File: src/acvr_pkg.sv
// acvr_pkg: shared constants for the ac volt range/resolution settings block.
// assumes a single 50 MHz clock and a plain strobed register port.
package acvr_pkg;

    // register byte offsets
    localparam logic [7:0] ACVR_CMD_OFS = 8'h00;
    localparam logic [7:0] ACVR_ANS_OFS = 8'h04;
    localparam logic [7:0] ACVR_SET_OFS = 8'h08;
    localparam logic [7:0] ACVR_STAT_OFS = 8'h0c;
    localparam logic [7:0] ACVR_MASK_OFS = 8'h10;

    // command word fields
    localparam int ACVR_OP_LSB = 0;
    localparam int ACVR_SEL_LSB = 4;
    localparam int ACVR_ARG_LSB = 8;

    // status / mask bit positions
    localparam int ACVR_EV_ANS = 0;
    localparam int ACVR_EV_CONFLICT = 1;
    localparam int ACVR_EV_PARAM = 2;
    localparam int ACVR_EV_AUTOSW = 3;

    typedef enum logic [3:0] {
        ACVR_OP_NOP = 4'h0,
        ACVR_OP_RANGE_SET = 4'h1,
        ACVR_OP_RANGE_QRY = 4'h2,
        ACVR_OP_AUTO_SET = 4'h3,
        ACVR_OP_AUTO_QRY = 4'h4,
        ACVR_OP_RES_SET = 4'h5,
        ACVR_OP_RES_QRY = 4'h6,
        ACVR_OP_CONF = 4'h7
    } acvr_op_t;

    // argument selectors: plain number, minimum, maximum, default_range_selector
    typedef enum logic [1:0] {
        ACVR_SEL_NUM = 2'h0,
        ACVR_SEL_MIN = 2'h1,
        ACVR_SEL_MAX = 2'h2,
        ACVR_SEL_DEF = 2'h3
    } acvr_sel_t;

    // range indices: 100mV, 1V, 10V, 100V, 300V
    localparam logic [2:0] ACVR_RNG_MIN = 3'h0;
    localparam logic [2:0] ACVR_RNG_DEF = 3'h2;
    localparam logic [2:0] ACVR_RNG_MAX = 3'h4;
    localparam logic [23:0] ACVR_FS_MV_0 = 24'h000064;
    localparam logic [23:0] ACVR_FS_MV_1 = 24'h0003e8;
    localparam logic [23:0] ACVR_FS_MV_2 = 24'h002710;
    localparam logic [23:0] ACVR_FS_MV_3 = 24'h0186a0;
    localparam logic [23:0] ACVR_FS_MV_4 = 24'h0493e0;

    // resolution: step 0 best .. step 2 worst; exponent = range decade - 6 + step
    localparam logic [1:0] ACVR_RES_STEP_MAX = 2'h2;
    localparam logic [7:0] ACVR_RES_BEST_OFS = 8'h06;
    // reset: 10V range at 1e-4 V
    localparam logic [1:0] ACVR_RES_STEP_RST = 2'h1;
    localparam logic ACVR_AUTO_RST = 1'b1;
    localparam logic [3:0] ACVR_MASK_RST = 4'h0;

endpackage : acvr_pkg

File: src/acvr_ctl.sv
// acvr_ctl: command interpreter holding ac volt range, autorange and resolution.
// assumes commands arrive pre-parsed as words on the register port, and the
// measurement path (same clock) supplies a range request before each reading.
//
// Behaviour
// - five ranges 100mV..300V plus min, max and default selectors accepted
// - numeric range argument picks the smallest range holding that voltage
// - min selector picks 100mV, max selector picks 300V
// - any explicit fixed range selection turns autorange off
// - range command overrides configure range and picks matching resolution
// - after reset the range is 10V
// - range query returns standard range value; min gives 100mV, max 300V
// - autorange takes boolean, numerals 0 and 1 mean off and on
// - with autorange on, range is set from an input of 0..4 before each measurement; a larger input leaves it unchanged
// - after reset autorange is on
// - autorange query answers 1 when on, 0 when off
// - resolution min gives best value, max gives worst, for current range
// - resolution follows each range that autoranging picks
// - resolution command overrides configure resolution
// - resolution not combinable with current settings flags a conflict
// - resolution query: present value, or min/max for current range
module acvr_ctl
    import acvr_pkg::*;
(
    // clock and reset
    input wire logic ref_clk,
    input wire logic reset_n,
    // register port
    input wire logic [7:0] reg_addr,
    input wire logic [31:0] reg_wdata,
    input wire logic reg_wr,
    input wire logic reg_rd,
    output logic [31:0] reg_rdata,
    // measurement path
    input wire logic meas_req,
    input wire logic [2:0] meas_need_range,
    output logic meas_go,
    output logic [2:0] range_idx,
    output logic [7:0] res_exp,
    output logic autorange_on,
    // interrupt
    output logic irq
);

    ////////////////////////////////////////////////////////////////////////////
    // helpers

    // full scale of the five ranges
    function automatic logic [23:0] fs_mv(input logic [2:0] idx);
        unique case (idx)
            3'h0: fs_mv = ACVR_FS_MV_0;
            3'h1: fs_mv = ACVR_FS_MV_1;
            3'h2: fs_mv = ACVR_FS_MV_2;
            3'h3: fs_mv = ACVR_FS_MV_3;
            default: fs_mv = ACVR_FS_MV_4;
        endcase
    endfunction : fs_mv

    // decade of the range; 300V shares the 100V decade
    function automatic logic [7:0] rng_dec(input logic [2:0] idx);
        unique case (idx)
            3'h0: rng_dec = 8'hff;
            3'h1: rng_dec = 8'h00;
            3'h2: rng_dec = 8'h01;
            default: rng_dec = 8'h02;
        endcase
    endfunction : rng_dec

    function automatic logic [7:0] best_exp(input logic [2:0] idx);
        best_exp = rng_dec(idx) - ACVR_RES_BEST_OFS;
    endfunction : best_exp

    ////////////////////////////////////////////////////////////////////////////
    // reset release

    logic rst_meta_q;
    logic rst_n_q;

    always_ff @(posedge ref_clk or negedge reset_n) begin
        if (!reset_n) begin
            rst_meta_q <= 1'b0;
            rst_n_q <= 1'b0;
        end else begin
            rst_meta_q <= 1'b1;
            rst_n_q <= rst_meta_q;
        end
    end

    ////////////////////////////////////////////////////////////////////////////
    // command decode

    logic cmd_wr;
    acvr_op_t op;
    acvr_sel_t sel;
    logic [23:0] arg;

    assign cmd_wr = reg_wr && (reg_addr == ACVR_CMD_OFS);
    assign op = acvr_op_t'(reg_wdata[ACVR_OP_LSB +: 4]);
    assign sel = acvr_sel_t'(reg_wdata[ACVR_SEL_LSB +: 2]);
    assign arg = reg_wdata[ACVR_ARG_LSB +: 24];

    logic [2:0] range_q;
    logic auto_q;
    logic [1:0] res_step_q;

    // requested range from argument; num_ok low when above the top range
    logic [2:0] arg_rng;
    logic num_ok;

    always_comb begin
        arg_rng = ACVR_RNG_MAX;
        num_ok = (arg <= ACVR_FS_MV_4);
        for (int i = 4; i >= 0; i--) begin
            if (arg <= fs_mv(3'(i))) begin
                arg_rng = 3'(i);
            end
        end
        unique case (sel)
            ACVR_SEL_MIN: arg_rng = ACVR_RNG_MIN;
            ACVR_SEL_MAX: arg_rng = ACVR_RNG_MAX;
            ACVR_SEL_DEF: arg_rng = ACVR_RNG_DEF;
            ACVR_SEL_NUM: arg_rng = arg_rng;
        endcase
        if (sel != ACVR_SEL_NUM) begin
            num_ok = 1'b1;
        end
    end

    // explicit resolution exponent checked against current range
    logic [7:0] arg_exp;
    logic [7:0] exp_ofs;
    logic res_fits;

    assign arg_exp = arg[7:0];
    assign exp_ofs = arg_exp - best_exp(range_q);
    assign res_fits = (exp_ofs <= 8'(ACVR_RES_STEP_MAX));

    ////////////////////////////////////////////////////////////////////////////
    // settings

    logic auto_switch;

    // take the requested range ahead of the reading
    assign auto_switch = meas_req && auto_q && (meas_need_range <= ACVR_RNG_MAX)
        && (meas_need_range != range_q);

    always_ff @(posedge ref_clk or negedge rst_n_q) begin
        if (!rst_n_q) begin
            range_q <= ACVR_RNG_DEF;
        end else if (cmd_wr && (op == ACVR_OP_RANGE_SET || op == ACVR_OP_CONF) && num_ok) begin
            range_q <= arg_rng;
        end else if (auto_switch) begin
            range_q <= meas_need_range;
        end
    end

    always_ff @(posedge ref_clk or negedge rst_n_q) begin
        if (!rst_n_q) begin
            auto_q <= ACVR_AUTO_RST;
        end else if (cmd_wr && (op == ACVR_OP_RANGE_SET || op == ACVR_OP_CONF) && num_ok) begin
            auto_q <= 1'b0;
        end else if (cmd_wr && op == ACVR_OP_AUTO_SET && arg <= 24'h000001) begin
            auto_q <= arg[0];
        end
    end

    // resolution kept as a step within the range, so it tracks every range
    // change, whether commanded or picked by autoranging
    always_ff @(posedge ref_clk or negedge rst_n_q) begin
        if (!rst_n_q) begin
            res_step_q <= ACVR_RES_STEP_RST;
        end else if (cmd_wr && (op == ACVR_OP_RES_SET || op == ACVR_OP_CONF)) begin
            // min best, max worst, explicit value if it fits
            unique case (sel)
                ACVR_SEL_MIN: res_step_q <= 2'h0;
                ACVR_SEL_MAX: res_step_q <= ACVR_RES_STEP_MAX;
                ACVR_SEL_NUM: begin
                    if (op == ACVR_OP_RES_SET && res_fits) begin
                        res_step_q <= exp_ofs[1:0];
                    end
                end
                ACVR_SEL_DEF: res_step_q <= res_step_q;
            endcase
        end
    end

    ////////////////////////////////////////////////////////////////////////////
    // query answers

    logic ans_ev;
    logic [31:0] ans_d;
    logic [31:0] ans_q;
    logic [7:0] best_now;
    logic [7:0] worst_now;

    // a select on a call result is not legal, so name the exponents first
    assign best_now = best_exp(range_q);
    assign worst_now = best_now + 8'(ACVR_RES_STEP_MAX);

    always_comb begin
        ans_ev = 1'b0;
        ans_d = ans_q;
        if (cmd_wr) begin
            unique case (op)
                ACVR_OP_RANGE_QRY: begin
                    ans_ev = 1'b1;
                    unique case (sel)
                        ACVR_SEL_MIN: ans_d = {8'h00, fs_mv(ACVR_RNG_MIN)};
                        ACVR_SEL_MAX: ans_d = {8'h00, fs_mv(ACVR_RNG_MAX)};
                        default: ans_d = {8'h00, fs_mv(range_q)};
                    endcase
                end
                ACVR_OP_AUTO_QRY: begin
                    ans_ev = 1'b1;
                    // one when on, zero when off
                    ans_d = {31'h0, auto_q};
                end
                ACVR_OP_RES_QRY: begin
                    ans_ev = 1'b1;
                    // present, best or worst, as signed decade exponent
                    unique case (sel)
                        ACVR_SEL_MIN: ans_d = {{24{best_now[7]}}, best_now};
                        ACVR_SEL_MAX: ans_d = {{24{worst_now[7]}}, worst_now};
                        default: ans_d = {{24{res_exp[7]}}, res_exp};
                    endcase
                end
                default: begin
                    ans_ev = 1'b0;
                end
            endcase
        end
    end

    always_ff @(posedge ref_clk or negedge rst_n_q) begin
        if (!rst_n_q) begin
            ans_q <= 32'h0;
        end else begin
            ans_q <= ans_d;
        end
    end

    ////////////////////////////////////////////////////////////////////////////
    // events

    logic conflict_ev;
    logic param_ev;

    // explicit resolution outside what this range offers
    assign conflict_ev = cmd_wr && op == ACVR_OP_RES_SET && sel == ACVR_SEL_NUM && !res_fits;
    assign param_ev = cmd_wr && (((op == ACVR_OP_RANGE_SET || op == ACVR_OP_CONF) && !num_ok)
        || (op == ACVR_OP_AUTO_SET && arg > 24'h000001));

    logic [3:0] ev;
    logic [3:0] stat_q;
    logic [3:0] mask_q;
    logic stat_rd;

    assign ev[ACVR_EV_ANS] = ans_ev;
    assign ev[ACVR_EV_CONFLICT] = conflict_ev;
    assign ev[ACVR_EV_PARAM] = param_ev;
    assign ev[ACVR_EV_AUTOSW] = auto_switch;
    assign stat_rd = reg_rd && (reg_addr == ACVR_STAT_OFS);

    // read clears; a new event in the same cycle stays set
    always_ff @(posedge ref_clk or negedge rst_n_q) begin
        if (!rst_n_q) begin
            stat_q <= 4'h0;
        end else begin
            stat_q <= (stat_rd ? 4'h0 : stat_q) | ev;
        end
    end

    always_ff @(posedge ref_clk or negedge rst_n_q) begin
        if (!rst_n_q) begin
            mask_q <= ACVR_MASK_RST;
        end else if (reg_wr && reg_addr == ACVR_MASK_OFS) begin
            mask_q <= reg_wdata[3:0];
        end
    end

    assign irq = |(stat_q & mask_q);

    ////////////////////////////////////////////////////////////////////////////
    // read port and measurement handoff

    logic [31:0] rdata_q;

    always_ff @(posedge ref_clk or negedge rst_n_q) begin
        if (!rst_n_q) begin
            rdata_q <= 32'h0;
        end else if (reg_rd) begin
            unique case (reg_addr)
                ACVR_ANS_OFS: rdata_q <= ans_q;
                ACVR_SET_OFS: rdata_q <= {res_exp, 16'h0, 1'b0, auto_q, res_step_q, 1'b0, range_q};
                ACVR_STAT_OFS: rdata_q <= {28'h0, stat_q};
                ACVR_MASK_OFS: rdata_q <= {28'h0, mask_q};
                default: rdata_q <= 32'h0;
            endcase
        end else begin
            rdata_q <= 32'h0;
        end
    end

    logic go_q;

    // reading starts the cycle after the request, on the settled range
    always_ff @(posedge ref_clk or negedge rst_n_q) begin
        if (!rst_n_q) begin
            go_q <= 1'b0;
        end else begin
            go_q <= meas_req;
        end
    end

    assign reg_rdata = rdata_q;
    assign meas_go = go_q;
    assign range_idx = range_q;
    assign autorange_on = auto_q;
    assign res_exp = best_exp(range_q) + {6'h0, res_step_q};

endmodule : acvr_ctl

File: config.mk
export PLATFORM = sky130hd
export DESIGN_NAME = acvr_ctl
export DESIGN_NICKNAME = d
export VERILOG_FILES = /design/src/acvr_pkg.sv /design/src/acvr_ctl.sv
export SDC_FILE = /design/constraint.sdc
export NUM_CORES = 1
export LEC_CHECK = 0
export ABC_AREA = 1
export BUFFER_PORTS_ARGS = -buffer_cell sky130_fd_sc_hd__buf_2
export CAP_MARGIN = 0
export CORE_MARGIN = 2
export CORE_UTILIZATION = 48
export CTS_CLUSTER_SIZE = 16
export DETAILED_ROUTE_END_ITERATION = 8
export PLACE_DENSITY = 0.82
export SETUP_SLACK_MARGIN = 0.2
export SYNTH_ARGS = -nofsm -noshare
export SYNTH_HDL_FRONTEND = slang
export SYNTH_SLANG_ARGS = --single-unit
export TNS_END_PERCENT = 10
File: constraint.sdc
create_clock -name ref_clk -period 1.6 [get_ports ref_clk]
set_input_delay 0.16 -clock ref_clk [delete_from_list [all_inputs] [get_ports ref_clk]]
set_output_delay 0.16 -clock ref_clk [all_outputs]
set_load 0.02 [all_outputs]
Word-level counts from Yosys, hierarchy flattened
Index checks and enable logic that the tools add are counted.

Word-level logic and storage cells: 101. Register bits: 81.

Add/subtract/negate cells: 4. Reductions and logical operators: 34. Eq/ne operators: 19. Multiplexer cells: 22. $lt $le $gt $ge: 9. Bitwise operators: 3.

Operators with widths (count): one-hot mux 32 bit (4 select lines) (1); one-hot mux 32 bit (3 select lines) (1); one-hot mux 19 bit (4 select lines) (1); one-hot mux 32 bit (2 select lines) (1); one-hot mux 19 bit (2 select lines) (1); two-way mux 32 bit (1); greater-than comparator 24 x 1 -> 1 bit, second input constant (1); less-or-equal comparator 24 x 1 -> 1 bit, second input constant (1); less-or-equal comparator 24 x 10 -> 1 bit, second input constant (1); less-or-equal comparator 24 x 14 -> 1 bit, second input constant (1); less-or-equal comparator 24 x 17 -> 1 bit, second input constant (1); less-or-equal comparator 24 x 19 -> 1 bit, second input constant (1); less-or-equal comparator 24 x 7 -> 1 bit, second input constant (1); one-hot mux 8 bit (3 select lines) (1); logical AND 1 bit (18); two-way mux 3 bit (6); == test 4 x 3 -> 1 bit, second input constant (4); == test 8 x 4 -> 1 bit, second input constant (2); one-hot mux 3 bit (4 select lines) (1); adder 8 x 2 -> 8 bit (1); adder 8 x 2 -> 8 bit, second input constant (1); == test 4 x 2 -> 1 bit, second input constant (2); == test 8 x 3 -> 1 bit, second input constant (1); == test 8 x 5 -> 1 bit, second input constant (1); other kinds (29) (40).

Longest topological paths before layout
Word-level depth: 8. Gate-level depth with buffers: 15. Gate-level depth less buffers: 15.

Least setup slack after synthesis
Ideal clock, no wire load.

Path kind: register -> register. From: register range_q[0], in the netlist range_idx[0]. To: register ans_q[8]. Data arrival time: 2.335 ns. Stages on the path, launching flop included: 12. Library setup time: 0.094 ns. Buffers on the path: 0. Clock period less this slack: 2.429 ns. Path slack: -0.829 ns. Required time: 1.506 ns. Cell sequence: dfrtp_1 > nor2_1 > nand2_1 > nand2_1 > ha_1 > nand2_1 > inv_1 > o21ai_1 > o21ai_1 > nand2_1 > inv_2 > a221oi_2.

Longest elaborated chain between the ends: 6. Elaborated cells between the ends (all ways): 12. Classes of those cells: 3 x add/sub; 3 x eq/ne; 5 x mux; 1 x reduce/logical.

RTL lines: start, declared (line acvr_ctl.sv:102) `logic [2:0] range_q;`; start signal, assigned (line acvr_ctl.sv:151) `range_q <= arg_rng;`; start signal, assigned (line acvr_ctl.sv:153) `range_q <= meas_need_range;`; == test 3 x 2 -> 1 bit (tied with other cells) (line acvr_ctl.sv:50, acvr_ctl.sv:61); one-hot mux 8 bit (3 select lines) (line acvr_ctl.sv:61) `unique case (idx)`; subtractor 8 x 3 -> 8 bit (line acvr_ctl.sv:70) `best_exp = rng_dec(idx) - ACVR_RES_BEST_OFS;`; adder 8 x 2 -> 8 bit (on tied branches) (line acvr_ctl.sv:319, acvr_ctl.sv:198); one-hot mux 32 bit (2 select lines) (line acvr_ctl.sv:221) `unique case (sel)`; one-hot mux 32 bit (3 select lines) (*) (line acvr_ctl.sv:204) `unique case (op)`; end signal, assigned (line acvr_ctl.sv:238) `ans_q <= ans_d;`; end, declared (line acvr_ctl.sv:192) `logic [31:0] ans_q;`.

Every way passes the cells marked *; elsewhere a longest branch is shown, timed or not. A chain may end at the register's enable or synchronous reset.

Worst setup path in the final report
From: register range_q[1], in the netlist range_idx[1]. To: output port res_exp[2].

Longest elaborated chain between the ends: 4. Elaborated cells between the ends (all ways): 6. Classes of those cells: 2 x add/sub; 2 x eq/ne; 1 x mux; 1 x reduce/logical.

RTL lines: == test 3 x 2 -> 1 bit (tied with other cells) (line acvr_ctl.sv:61); one-hot mux 8 bit (3 select lines) (*) (line acvr_ctl.sv:61); subtractor 8 x 3 -> 8 bit (*) (line acvr_ctl.sv:70); adder 8 x 2 -> 8 bit (*) (line acvr_ctl.sv:319) `assign res_exp = best_exp(range_q) + {6'h0, res_step_q};`; end, declared (line acvr_ctl.sv:39) `output logic [7:0] res_exp,`.

Marks and branches as above.

==> out/qor.txt <==
Worst Hold Launch: reg_wdata[2]
Number of diodes: 0
Flop2flop setup slack: -0.57 ns
Sw frac: 27.06%
Hold Path Cell Cnt: 2
HP Class: in2reg
WS Path Type: reg2out
CTS tree: built
Peak VDD IR: 0.4810 mV
Clock slew at reported path FFs: 0.06 ns
Sequential share of the synthesized area: 39.67%
Final hold vios: 0
Failing checks: negative setup slack
Combinational fraction of design power: 15.8%
Largest net degree at the start of global routing: 40
Power density cells: 653.1 nW/um2
Vias in the first global route: 3819
Vias: 4018
HPWL after DPL: 8155 um
IO Pins: 94
Max Cap Viol: 0
Drt wl/cell: 14.40 um
Sequential share of power: 44.3%
Int Pwr: 2446 uW
Sw power: 907.1 uW
Post-route DRC: 0
CTS Buf Count: 9
Setup TNS: -13.41 ns
Worst flop-to-flop path endpoint: res_step_q[1]$_DFFE_PN0P_
Distinct cell type count after synthesis: 43
Startpoint Class: flop
Die W: 90.66 um
Detailed Routing Iterations Pass 1: 5
Sink Count: 57
Clock latency on the worst-skew pair: 0.35 ns
CP Max Fanout: 3
ANT nets after route: 0
Htree depth: 3
Synthesis-to-layout area growth: 42.42%
Gate Count Post-Synth: 499
Overall Global Routing Usage: 27.17%
Height of the die: 90.66 um
Commonest non-fill, non-tap cells in the layout: 92 x nor2_1, 87 x nand2_1, 80 x buf_2, 63 x inv_1, 58 x buf_4
Syn nets: 560
Final WS setup: -0.6441 ns
Max Buffers Root-to-Sink: 2
Nets@finish: 714
RSZ-0062 raised after global routing: yes
Mean area per synthesized cell: 7.224 um2
Reg-to-Reg Start: range_idx[1]$_DFFE_PN1P_
Core area: 7253 um2
Max Clock Skew: 0.005459 ns
Initial Util: 49.70%
Worst hold endpoint: mask_q[2]$_DFFE_PN0P_
Mapped cell area: 3605 um2
Row cnt: 31
FMAX: 0.4456 GHz
Minimum clock period: 2.244 ns
Worst EP required: 1.44 ns
Yosys reg bits: 57
Layout cells sized above 1: 34.80%
Overall Power: 3353 uW
WP data arrival: 2.08 ns
GRT overflow: 0
Initial antenna violation count: 0
Worst R2R Path Depth: 13
Commonest non-fill, non-tap cell in the layout: nor2_1
Clock power frac: 39.9%
Final setup fails: 32
DR iter-0 viols: 276
Detail-routed via count per cell: 5.308
Outcome: finished with violations
CTS root buffer: clkbuf_8
P_leak: 0.002611 uW
Ys Warns: 0
Total die area: 8219 um2
Max Slew Vio Count: 0
Final wirelength: 10900 um
Crit end category: primary output
First-pass GRT wire length: 17840 um
Port bufs: 91
Tcrit/Tclk final: 140.3%
GP Congestion: 0.9534
[through the flow]
step	instance area, um2	hold WS, ns	cells	setup slack [ns]	utilization, %
after global placement	4578	-0.05283	730	-0.4828	63.12
after floorplan	3672	-0.1356	499	-0.5427	-
after CTS	5044	0.1021	756	-0.5882	69.54
final	5134	0.1065	757	-0.6441	70.78
after global routing	5134	0.1094	757	-0.7107	70.78
after detailed placement	4578	-0.05262	730	-0.5921	63.12
[final cells by class]
class	instances	area [um2]
Timing Repair Buffer	156	1057
Tap cell	99	123.9
Clock buffer	11	141.4
Inverter	70	267.8
Fill cell	564	2120
Sequential cell	57	1434
Multi-Input combinational cell	359	2054
Clock inverter	5	55.05
[cells by family after synthesis]
| group | Yosys count | synth area share, % |
|---|---|---|
| other | 2 | 0.2083 |
| muxes | 1 | 0.3124 |
| and+or+nand+nor | 253 | 29.95 |
| xor gates and xnor gates | 3 | 0.7290 |
| adders and majority gates | 13 | 4.929 |
| buffers and inverters | 83 | 9.857 |
| AOI/OAI and AO/OA | 87 | 14.34 |
| DFF | 57 | 39.67 |
[cell usage after synthesis (all sizes together)]
cell type   n  area share [%]
nand3      37             5.3
o22ai       2            0.35
a21oi      24             3.3
nor4        3            0.94
nand2      97              10
o211ai      3            0.62
a2bb2oi     1            0.24
dfrtp      54              37
a22oi       3            0.62
a31oi       8             1.4
a211oi      1            0.21
fa          2             1.1
o21a        2            0.42
or2         2            0.35
inv        70             7.3
mux2        1            0.31
buf        12             2.5
nand4       6             1.0
o21ai      33             4.7
clkbuf      1            0.10
dfstp       3             2.2
o31ai       1            0.21
xnor2       3            0.73
nor3       11             1.7
nor2       97              10
ha         11             3.8
a31o        1            0.24
o2111ai     1            0.24
a221oi      4             1.1
o21bai      3            0.62
conb        2            0.21
[power by group through the flow]
stage / clock network, uW / logic [uW] / registers [uW]
4_1_cts: 1350 / 506 / 1480
6_report: 1340 / 531 / 1490
5_1_grt: 1450 / 583 / 1490
3_5_place_dp: 0 / 465 / 1510
2_1_floorplan: 0 / 222 / 1520
3_3_place_gp: 0 / 454 / 1510
[critical path, stage by stage (launching register included)]
cell	delay, ns
dfstp_2	0.57
inv_4	0.06
nand3_4	0.08
nand2_4	0.06
buf_6	0.13
fa_2	0.39
nor2_4	0.12
inv_1	0.06
nand2_1	0.08
inv_2	0.05
buf_6	0.13
[sequential cells by signal, indices dropped and copies added, names as in the netlist]
name	count
rst_n_q	1
rst_meta_q	1
mask_q	4
ans_q	16
range_idx	3
stat_q	4
autorange_on	1
res_step_q	2
meas_go	1
reg_rdata	24
[routing by layer]
metal	share of wire, %	track usage [%]	routed length [um]
met5	0	0	0
met3	7.5	5.509	821
met1	40	34.09	4405
met2	49	46.02	5359
met4	2.9	10.64	317
[what timing repair did]
item	in CTS	in global routing
endpoints found under the setup margin	36	41
hold buffers	2	0
setup buffers	8	1
pin swaps	21	10
hold endpoints to repair	3	0
gates resized for setup	49	20
[worst max path at each step]
stage                                  start                        end  cells after the start
finish              range_idx[1]$_DFFE_PN1P_                 res_exp[2]                     10
global route        range_idx[1]$_DFFE_PN1P_                 res_exp[2]                     10
CTS                 range_idx[1]$_DFFE_PN1P_                 res_exp[2]                     10
detailed placement  range_idx[1]$_DFFE_PN1P_  res_step_q[1]$_DFFE_PN0P_                     13
global placement    range_idx[1]$_DFFE_PN1P_  res_step_q[1]$_DFFE_PN0P_                     13
floorplan           range_idx[1]$_DFFE_PN1P_  res_step_q[1]$_DFFE_PN0P_                     13
No activity file was read; power rests on OpenSTA's default activity.
